`src/logic/wdcsf_pkg.sv`:
```
package wdcsf_pkg;
  // register offsets on the register port
  localparam logic [7:0]  WDCSF_COUNT_OFS   = 8'h08;
  localparam logic [7:0]  WDCSF_CSR_OFS     = 8'h0c;
  // write keys carried in the upper byte of a word write
  localparam logic [7:0]  WDCSF_COUNT_KEY   = 8'h5a;
  localparam logic [7:0]  WDCSF_CSR_KEY     = 8'ha5;
  // field positions inside watchdog_control_status
  localparam int          WDCSF_CKS_LSB     = 0;
  localparam int          WDCSF_CKS_MSB     = 2;
  localparam int          WDCSF_IFLAG_BIT   = 3;
  localparam int          WDCSF_WFLAG_BIT   = 4;
  localparam int          WDCSF_RSEL_BIT    = 5;
  localparam int          WDCSF_MODE_BIT    = 6;
  localparam int          WDCSF_RUN_BIT     = 7;
  // reset values and count maximum
  localparam logic [7:0]  WDCSF_CSR_RST     = 8'h00;
  localparam logic [7:0]  WDCSF_COUNT_RST   = 8'h00;
  localparam logic [7:0]  WDCSF_COUNT_MAX   = 8'hff;
  localparam logic [7:0]  WDCSF_RDATA_RST   = 8'h00;
  // timer mode and reset type encodings
  localparam logic        WDCSF_MODE_INTERVAL = 1'b0;
  localparam logic        WDCSF_MODE_WATCHDOG = 1'b1;
  localparam logic        WDCSF_RSEL_POWER_ON = 1'b0;
  localparam logic        WDCSF_RSEL_MANUAL   = 1'b1;
endpackage : wdcsf_pkg

```
`src/logic/wdcsf_cnt_if.sv`:
```
`timescale 1ns/1ns
`default_nettype none
// signals between the flag logic and the 8-bit up-counter
interface wdcsf_cnt_if;
  logic       tick;       // prescaled count strobe
  logic       run;        // count_run_enable
  logic       load;       // keyed write to watchdog_count
  logic [7:0] load_value;
  logic [7:0] count;      // current watchdog_count
  logic       overflow;   // one-cycle pulse after wrap
  modport ctl (output tick, run, load, load_value, input count, overflow);
  modport cnt (input tick, run, load, load_value, output count, overflow);
endinterface : wdcsf_cnt_if
`default_nettype wire

```
`src/logic/wdcsf_top.sv`:
```
`timescale 1ns/1ns
`default_nettype none
// Behaviour
// - counter overflow in interval mode sets bit 3, never in watchdog mode
// - counter overflow in watchdog mode sets bit 4, never in interval mode
// - bit 5 picks reset kind in watchdog mode, ignored in interval mode
// - bit 6 selects mode: 0 interval (reset value), 1 watchdog
// - flags and reset select reset to zero and read back stored value
// - 8-bit counter counts up; overflow resets or interrupts by mode
// - register written by word with key a5 upper byte; read by byte
// - register cleared only by power-on reset, kept through watchdog reset
module wdcsf_top (
  // clock and power-on reset
  input  wire logic        i_sys_clk,
  input  wire logic        i_resetn,
  // register port
  input  wire logic [7:0]  i_reg_addr,
  input  wire logic        i_reg_wr,
  input  wire logic        i_reg_rd,
  input  wire logic        i_reg_word,
  input  wire logic [15:0] i_reg_wdata,
  output var  logic [7:0]  o_reg_rdata,
  output var  logic        o_reg_rvalid,
  // prescaled count strobe from the clock divider
  input  wire logic        i_count_tick,
  // timer outputs
  output var  logic [2:0]  o_clock_select,
  output var  logic        o_power_on_reset_req,
  output var  logic        o_manual_reset_req,
  output var  logic        o_interval_irq
);
  import wdcsf_pkg::*;

  wdcsf_cnt_if cnt_link ();

  logic [2:0] clock_select;
  logic       interval_overflow_flag;
  logic       watchdog_overflow_flag;
  logic       reset_type_select;
  logic       timer_mode_select;
  logic       count_run_enable;

  // decode of the register port
  wire        csr_hit   = i_reg_addr == WDCSF_CSR_OFS;
  wire        cnt_hit   = i_reg_addr == WDCSF_COUNT_OFS;
  wire [7:0]  wkey      = i_reg_wdata[15:8];
  wire [7:0]  wbyte     = i_reg_wdata[7:0];
  // a byte store carrying the key is refused too, so a stray byte
  // write can never arm or retune the timer
  // keyed word writes only
  wire        csr_wr    = i_reg_wr && i_reg_word && csr_hit &&
                          (wkey == WDCSF_CSR_KEY);
  wire        cnt_wr    = i_reg_wr && i_reg_word && cnt_hit &&
                          (wkey == WDCSF_COUNT_KEY);
  // word reads are answered with zero, only byte reads return data
  wire        byte_rd   = i_reg_rd && !i_reg_word;
  wire        ovf       = cnt_link.overflow;
  wire        ovf_wd    = ovf && (timer_mode_select == WDCSF_MODE_WATCHDOG);
  wire        ovf_it    = ovf && (timer_mode_select == WDCSF_MODE_INTERVAL);

  wire [7:0]  csr_value = {count_run_enable, timer_mode_select,
                           reset_type_select, watchdog_overflow_flag,
                           interval_overflow_flag, clock_select};

  // flags: write 0 clears, write 1 keeps; a new overflow wins over clear
  // a set flag stays until software writes 0, so no overflow is missed
  // interval and watchdog flag set
  wire next_iflag = ovf_it | (csr_wr ? interval_overflow_flag &
                    wbyte[WDCSF_IFLAG_BIT] : interval_overflow_flag);
  wire next_wflag = ovf_wd | (csr_wr ? watchdog_overflow_flag &
                    wbyte[WDCSF_WFLAG_BIT] : watchdog_overflow_flag);

  wire [7:0] next_rdata = !byte_rd ? WDCSF_RDATA_RST
                        : csr_hit  ? csr_value
                        : cnt_hit  ? cnt_link.count
                        : WDCSF_RDATA_RST;

  // counter link; the counter lives in its own module so its wrap
  // check sits beside the logic that it guards
  assign cnt_link.tick       = i_count_tick;
  assign cnt_link.run        = count_run_enable;
  assign cnt_link.load       = cnt_wr;
  assign cnt_link.load_value = wbyte;

  wdcsf_counter u_counter (
    .i_sys_clk (i_sys_clk),
    .i_resetn  (i_resetn),
    .cnt       (cnt_link)
  );

  // only power-on reset clears; watchdog reset is an output only
  always_ff @(posedge i_sys_clk or negedge i_resetn) begin
    if (!i_resetn) begin
      clock_select           <= WDCSF_CSR_RST[WDCSF_CKS_MSB:WDCSF_CKS_LSB];
      interval_overflow_flag <= WDCSF_CSR_RST[WDCSF_IFLAG_BIT];
      watchdog_overflow_flag <= WDCSF_CSR_RST[WDCSF_WFLAG_BIT];
      reset_type_select      <= WDCSF_CSR_RST[WDCSF_RSEL_BIT];
      timer_mode_select      <= WDCSF_CSR_RST[WDCSF_MODE_BIT];
      count_run_enable       <= WDCSF_CSR_RST[WDCSF_RUN_BIT];
    end else begin
      interval_overflow_flag <= next_iflag;
      watchdog_overflow_flag <= next_wflag;
      if (csr_wr) begin
        clock_select      <= wbyte[WDCSF_CKS_MSB:WDCSF_CKS_LSB];
        reset_type_select <= wbyte[WDCSF_RSEL_BIT];
        timer_mode_select <= wbyte[WDCSF_MODE_BIT];
        count_run_enable  <= wbyte[WDCSF_RUN_BIT];
      end
    end
  end

  // callers wait one cycle for rvalid; bought with a clean register output
  // read path; data registered, one cycle after the read strobe
  always_ff @(posedge i_sys_clk or negedge i_resetn) begin
    if (!i_resetn) begin
      o_reg_rdata  <= WDCSF_RDATA_RST;
      o_reg_rvalid <= 1'b0;
    end else begin
      o_reg_rdata  <= next_rdata;
      o_reg_rvalid <= i_reg_rd;
    end
  end

  // requests are registered so decode glitches never reach a reset line
  // reset kind chosen by select; 0 power-on, 1 manual
  always_ff @(posedge i_sys_clk or negedge i_resetn) begin
    if (!i_resetn) begin
      o_power_on_reset_req <= 1'b0;
      o_manual_reset_req   <= 1'b0;
      o_interval_irq       <= 1'b0;
      o_clock_select       <= WDCSF_CSR_RST[WDCSF_CKS_MSB:WDCSF_CKS_LSB];
    end else begin
      o_power_on_reset_req <= ovf_wd &&
                              (reset_type_select == WDCSF_RSEL_POWER_ON);
      o_manual_reset_req   <= ovf_wd &&
                              (reset_type_select == WDCSF_RSEL_MANUAL);
      o_interval_irq       <= ovf_it;
      o_clock_select       <= clock_select;
    end
  end
endmodule : wdcsf_top
`default_nettype wire

```
`src/logic/wdcsf_counter.sv`:
```
`timescale 1ns/1ns
`default_nettype none
module wdcsf_counter (
  // clock and power-on reset
  input  wire logic   i_sys_clk,
  input  wire logic   i_resetn,
  // counter side of the link
  wdcsf_cnt_if.cnt    cnt
);
  import wdcsf_pkg::*;

  logic [7:0] count;
  logic       overflow;
  wire        step     = cnt.tick && cnt.run;
  wire        wrap     = step && (count == WDCSF_COUNT_MAX) && !cnt.load;
  wire [7:0]  next_count = cnt.load ? cnt.load_value
                         : step     ? count + 8'h01
                         : count;

  // up-count on strobe
  // software load beats a count in the same cycle
  always_ff @(posedge i_sys_clk or negedge i_resetn) begin
    if (!i_resetn) begin
      count    <= WDCSF_COUNT_RST;
      overflow <= 1'b0;
    end else begin
      count    <= next_count;
      overflow <= wrap;
    end
  end

  assign cnt.count    = count;
  assign cnt.overflow = overflow;
endmodule : wdcsf_counter
`default_nettype wire

```
`config.mk`:
```
export PLATFORM = sky130hd
export DESIGN_NAME = wdcsf_top
export DESIGN_NICKNAME = d
export VERILOG_FILES = /design/src/logic/wdcsf_pkg.sv /design/src/logic/wdcsf_cnt_if.sv /design/src/logic/wdcsf_top.sv /design/src/logic/wdcsf_counter.sv
export SDC_FILE = /design/constraint.sdc
export NUM_CORES = 1
export LEC_CHECK = 0
export BUFFER_PORTS_ARGS = -buffer_cell sky130_fd_sc_hd__buf_2
export CAP_MARGIN = 10
export CORE_UTILIZATION = 50
export CTS_CLUSTER_DIAMETER = 50
export CTS_CLUSTER_SIZE = 12
export DETAILED_ROUTE_END_ITERATION = 12
export GPL_TIMING_DRIVEN = 0
export PLACE_DENSITY = 0.79
export SYNTH_ARGS = -nofsm -noshare
export SYNTH_HDL_FRONTEND = slang
export SYNTH_SLANG_ARGS = --single-unit
```
`constraint.sdc`:
```
create_clock -name i_sys_clk -period 3.2 [get_ports i_sys_clk]
set_input_delay 0.64 -clock i_sys_clk [delete_from_list [all_inputs] [get_ports i_sys_clk]]
set_output_delay 0.64 -clock i_sys_clk [all_outputs]
set_load 0.05 [all_outputs]
```
== Word-level counts from Yosys, hierarchy flattened ==
Index checks and enable logic that the tools add are counted.

* Register bits after elaboration: 32
* Input port bits: 30
* Output and inout port bits: 15
* Logic and storage cells: 49

* Add/subtract/negate cells: 1
* Equal/unequal tests: 5
* Mux-type cells: 7
* Bitwise logic cells: 6
* Reductions and logical operators: 16

{| class="wikitable"
|+ Operators by type and width
! operator !! count
|-
| 8-bit 2-to-1 mux || 5
|-
| 8-bit by 4-bit equality test with 1-bit output (second input constant) || 2
|-
| 8-bit equality test (second input constant) || 2
|-
| 1-bit logical AND || 13
|-
| 8-bit by 1-bit adder with 8-bit output (second input constant) || 1
|-
| 8-bit by 7-bit equality test with 1-bit output (second input constant) || 1
|-
| 1-bit bitwise AND || 2
|-
| 1-bit zero test || 2
|-
| 1-bit 2-to-1 mux || 2
|-
| 1-bit inverter || 2
|-
| 1-bit OR || 2
|-
| 2-bit nonzero test || 1
|}

== Longest topological paths before layout ==
* Word-level depth: 5
* Mapped depth: 5

== Cells and area by module ==
A second synthesis with hierarchy kept.

* Cell total of the unflattened synthesis: 124
* Area, all modules: 1417.6 um^2

{| class="wikitable"
|+ Modules (own cells, without submodules)
! module !! instances !! cells an instance !! area each (um^2) !! seq. area each (um^2)
|-
| wdcsf_top || 1 || 72 || 939.7 || 575.6
|-
| wdcsf_counter || 1 || 52 || 478.0 || 225.2
|}

== Least setup slack after synthesis ==
Ideal clock, no wire load.

* Path type: in2reg
* Start: input i_reg_addr[1]
* End: register u_counter.count[0], in the netlist u_counter.cnt.count[0]
* Setup time: 0.125 ns
* Arrival time: 2.340 ns
* Data required time: 3.075 ns
* Setup slack: 0.735 ns
* Stages: 4
* Buffers on the path: 0
* Cells stage by stage: or4b_4 or4_4 nor3_4 mux2_2

* Longest elaborated chain between the ends: 4

{| class="wikitable"
|+ RTL lines
! what !! line !! text
|-
| from (decl) || wdcsf_top.sv:17 || <nowiki>input wire logic [7:0] i_reg_addr,</nowiki>
|-
| 8-bit by 4-bit equality test with 1-bit output (*) || wdcsf_top.sv:45 || <nowiki>wire cnt_hit = i_reg_addr == WDCSF_COUNT_OFS;</nowiki>
|-
| 1-bit logical AND (*) (2 in a row) || wdcsf_top.sv:53 || <nowiki>wire cnt_wr = i_reg_wr && i_reg_word && cnt_hit &&</nowiki>
|-
| 8-bit 2-to-1 mux or 2-bit nonzero test (tied branches) || n/a ||
|-
| to (signal assigned) || wdcsf_counter.sv:27 || <nowiki>count <= next_count;</nowiki>
|-
| to (decl) || wdcsf_counter.sv:12 || <nowiki>logic [7:0] count;</nowiki>
|}

Mark *: on every way between the ends. The rest lies on a longest branch, timed or not.
A chain may end at the register's enable or synchronous reset.

== Worst setup path after layout ==
* Start: input i_reg_addr[1]
* End: register u_counter.count[5], in the netlist u_counter.cnt.count[5]

Same word-level chain as after synthesis.

==> flow_results.xml <==
<?xml version="1.0" encoding="UTF-8"?>
<metrics>
  <group name="hold_path">
    <metric name="class_of_the_worst_hold_path" unit="">in -&gt; async</metric>
  </group>
  <group name="global_routing">
    <metric name="grt_pass1_vias" unit="">980</metric>
    <metric name="groute.usage.overall" unit="%">22.53</metric>
    <metric name="initial_antenna_violation_count" unit="">0</metric>
    <metric name="maximum_number_of_pins_on_one_net_before_global_route_repair" unit="">33</metric>
    <metric name="first_pass_grt_wire_length" unit="mm">4.554</metric>
    <metric name="global_route.overflow_total" unit="">0</metric>
  </group>
  <group name="worst_setup_path">
    <metric name="worst-path-stages" unit="">5</metric>
    <metric name="cp_num_buf_inv" unit="">1</metric>
    <metric name="required_arrival_time_at_the_worst_endpoint" unit="ps">3420</metric>
    <metric name="cpPeakStageDelay" unit="ps">550</metric>
    <metric name="crit_path_start_kind" unit="">primary input</metric>
    <metric name="worst_r2r_startpoint" unit="">cnt_link.run$_DFFE_PN0N_</metric>
    <metric name="critical_path.endpoint" unit="">u_counter.cnt.count[5]$_DFFE_PN0P_</metric>
    <metric name="critical-path-top-delay-family" unit="">simple AND/OR/NAND/NOR gates</metric>
    <metric name="worst_path_max_delay_cell" unit="">sky130_fd_sc_hd__or4b_4</metric>
    <metric name="worst-setup-path-type" unit="">in -&gt; reg</metric>
    <metric name="worst_r2r_endpoint" unit="">u_counter.cnt.count[1]$_DFFE_PN0P_</metric>
    <metric name="reg2reg_slack" unit="ps">1720</metric>
    <metric name="crit_path_start" unit="">i_reg_addr[1]</metric>
    <metric name="reg2regPathDepth" unit="">4</metric>
    <metric name="critical_path_arrival" unit="ps">2580</metric>
    <metric name="worst-path-max-fanout" unit="">9</metric>
    <metric name="end_kind" unit="">register</metric>
    <metric name="crit_chain" unit="">buf_2, or4b_4, or4_4, nor3_4, mux2_2</metric>
  </group>
  <group name="cts">
    <metric name="clock-root-buffer" unit="">sky130_fd_sc_hd__clkbuf_4</metric>
    <metric name="clkLatencyLatePin" unit="ps">330</metric>
    <metric name="postcts_setup_bufs" unit="">0</metric>
    <metric name="cts_tree" unit="">built</metric>
    <metric name="cts_hold_buffers" unit="">0</metric>
    <metric name="clkSlewWorstSetupHoldPaths" unit="ps">100</metric>
    <metric name="htree_num_levels" unit="">2</metric>
    <metric name="tritoncts_buffers" unit="">5</metric>
    <metric name="clock_path_buffers" unit="">2</metric>
    <metric name="cts.sinks" unit="">32</metric>
    <metric name="cts_resized" unit="">0</metric>
  </group>
  <group name="finish">
    <metric name="antennaDiodeCount" unit="">0</metric>
    <metric name="final_net_count" unit="">192</metric>
    <metric name="nFillCells" unit="">202</metric>
    <metric name="seqCellArea" unit="µm²">800.8</metric>
    <metric name="final_layout_size_suffix_gt1_share" unit="%">44.44</metric>
    <metric name="multiInputGateArea" unit="µm²">601.8</metric>
    <metric name="cell_count_final_fillers_out" unit="">192</metric>
    <metric name="final_common_cell" unit="">sky130_fd_sc_hd__buf_2</metric>
    <metric name="most_frequent_cells_in_the_layout" unit="">sky130_fd_sc_hd__buf_2 (44), sky130_fd_sc_hd__dfrtp_1 (32), sky130_fd_sc_hd__mux2_2 (15)</metric>
    <metric name="finish.instance_area" unit="µm²">1733</metric>
    <metric name="areaGrowthSynthToFinish" unit="%">22.57</metric>
  </group>
  <group name="timing">
    <metric name="worstMarginPinSlew" unit="ps">675.5</metric>
    <metric name="finClkSkew" unit="ps">9.281</metric>
    <metric name="report.final.hold_viol_count" unit="">0</metric>
    <metric name="finalWorstPathRequiredPeriod" unit="ps">2361</metric>
    <metric name="tns" unit="ps">0</metric>
    <metric name="slew_headroom" unit="%">54.96</metric>
    <metric name="setup_slack" unit="ps">838.6</metric>
    <metric name="fmax" unit="GHz">0.4235</metric>
    <metric name="finalSetupViolations" unit="">0</metric>
    <metric name="final.period_utilization" unit="%">73.79</metric>
    <metric name="timing_max_transition_violations_final" unit="">0</metric>
    <metric name="grt_setup_unrepaired" unit="">false</metric>
  </group>
  <group name="power_and_ir_drop">
    <metric name="p_sw" unit="µW">155.7</metric>
    <metric name="sw_frac_of_total" unit="%">22.83</metric>
    <metric name="share_seq_of_total_power" unit="%">59.3</metric>
    <metric name="cell_internal_pwr" unit="µW">526.5</metric>
    <metric name="comb_power_share" unit="%">6.0</metric>
    <metric name="peakVddDrop" unit="mV">0.3616</metric>
    <metric name="power.density" unit="nW/µm²">393.7</metric>
    <metric name="clock_share_of_power" unit="%">34.6</metric>
    <metric name="leakage" unit="µW">0.0009237</metric>
  </group>
  <group name="synth">
    <metric name="ys_ff_latch" unit="">32</metric>
    <metric name="synthesized_area_per_cell" unit="µm²">12.85</metric>
    <metric name="yosys_synthesis_warning_count" unit="">0</metric>
    <metric name="syn-cell-area" unit="µm²">1414</metric>
    <metric name="synth.distinct_cells" unit="">29</metric>
    <metric name="sequential_cell_area_fraction_in_the_yosys_report" unit="%">56.64</metric>
    <metric name="synthesis.nets" unit="">141</metric>
    <metric name="synthesis.instances" unit="">110</metric>
  </group>
  <group name="floorplanning">
    <metric name="pin_count" unit="">45</metric>
    <metric name="die_h" unit="µm">55.18</metric>
    <metric name="floorplan.core_area" unit="µm²">2567</metric>
    <metric name="die_w" unit="µm">55.18</metric>
    <metric name="placement_rows" unit="">18</metric>
    <metric name="initial_utilization" unit="%">55.07</metric>
    <metric name="die_area" unit="µm²">3044</metric>
  </group>
  <group name="place">
    <metric name="preCtsSetupSlack" unit="ps">490.1</metric>
    <metric name="gp_congestion" unit="">0.7694</metric>
    <metric name="dpl-instance-area" unit="µm²">1672</metric>
    <metric name="placement.io_buffers" unit="">44</metric>
    <metric name="detailed_place_hpwl" unit="mm">2.059</metric>
    <metric name="post-place-cells" unit="">184</metric>
  </group>
  <group name="drt">
    <metric name="detail_route.iter0.violations" unit="">25</metric>
    <metric name="drt.antenna.violating_nets" unit="">0</metric>
    <metric name="drc" unit="">0</metric>
    <metric name="drtPass1Iterations" unit="">4</metric>
    <metric name="routed_wire_length_per_instance" unit="µm">14.45</metric>
    <metric name="drt_wl_total" unit="mm">2.774</metric>
    <metric name="dr_total_vias" unit="">1056</metric>
    <metric name="via_per_inst" unit="">5.500</metric>
  </group>
  <group name="run">
    <metric name="drv_cap" unit="">0</metric>
  </group>
  <group name="status">
    <metric name="run_status" unit="">complete, no violations</metric>
  </group>
</metrics>
-- synth_stat cells (all sizes together) --
master	count	area share, %
dfrtp	32	57
mux2	15	12
nor2	11	2.9
a22oi	7	3.7
nand2	4	1.1
nor3	4	2.2
xnor2	4	2.5
and3	3	1.3
nand3	3	1.4
nand4	3	1.3
nand4b	3	1.9
xor2	3	1.9
clkbuf	2	0.53
nand2b	2	0.88
nor4bb	2	1.4
or4	2	1.3
a21o	1	0.53
a22o	1	0.62
and2	1	0.44
and4b	1	0.71
ha	1	0.88
inv	1	0.27
mux2i	1	0.71
nor2b	1	0.44
nor4	1	1.5
or4b	1	0.97
-- per-stage QoR --
step           total power [µW]  hold WS [ps]  util (%)
2_1_floorplan             423.3         344.4         -
3_5_place_dp              454.5         387.4     65.11
4_1_cts                   690.2         351.7     67.50
6_report                  682.3         334.5     67.50
5_1_grt                   718.0         373.1     67.50
3_3_place_gp              453.1         381.4     65.11
-- metal layers --
| layer | vias to the layer above | global-route usage, % | routed length (µm) |
|---|---|---|---|
| li1 | 507 | - | - |
| met1 | 518 | 24.35 | 1133 |
| met2 | 25 | 40.36 | 1469 |
| met3 | 6 | 8.197 | 135 |
| met4 | 0 | 7.500 | 35 |
| met5 | - | 0 | 0 |
-- state kept, by name, indices dropped and copies added (netlist names) --
register	count
reset_type_select	1
interval_overflow_flag	1
o_reg_rdata	8
o_interval_irq	1
timer_mode_select	1
u_counter.cnt.count	8
clock_select	3
o_power_on_reset_req	1
o_clock_select	3
u_counter.cnt.overflow	1
cnt_link.run	1
o_manual_reset_req	1
watchdog_overflow_flag	1
o_reg_rvalid	1
-- power groups by stage --
stage / Sequential (µW) / Clock (µW) / Combinational [µW]
4_1_cts: 405 / 244 / 41.6
5_1_grt: 405 / 267 / 45.8
6_report: 405 / 236 / 41.0
3_3_place_gp: 413 / 0 / 40.1
3_5_place_dp: 413 / 0 / 41.5
2_1_floorplan: 415 / 0 / 7.81
-- cell type report --
cell class                      count  share of cell area [%]
Buffer                              2                  0.4332
Timing Repair Buffer               44                   12.71
Clock inverter                      2                  0.5776
Inverter                            1                  0.2166
Sequential cell                    32                   46.21
Clock buffer                        6                   2.960
Tap cell                           30                   2.166
Multi-Input combinational cell     75                   34.73
-- cells by family (layout without fill, tap and decap cells) --
group | Yosys count | in the layout | share of synthesized area (%)
flops | 32 | 32 | 56.64
fa+ha+maj | 1 | 1 | 0.8848
mux | 16 | 16 | 12.65
compound gates | 9 | 9 | 4.868
xor+xnor | 7 | 7 | 4.336
simple gates | 42 | 42 | 19.82
buf+inv | 3 | 55 | 0.7964
-- worst min path at each step --
stage	to	start	cells past startpoint
6_report	o_manual_reset_req$_DFF_PN0_	i_resetn	1
5_1_grt	o_reg_rdata[0]$_DFF_PN0_	i_resetn	1
4_1_cts	clock_select[2]$_DFFE_PN0N_	i_resetn	1
3_5_place_dp	o_clock_select[1]$_DFF_PN0_	clock_select[1]$_DFFE_PN0N_	0
3_3_place_gp	o_clock_select[2]$_DFF_PN0_	clock_select[2]$_DFFE_PN0N_	0
2_1_floorplan	clock_select[0]$_DFFE_PN0N_	i_resetn	0
(Power assumes the default switching activity.)
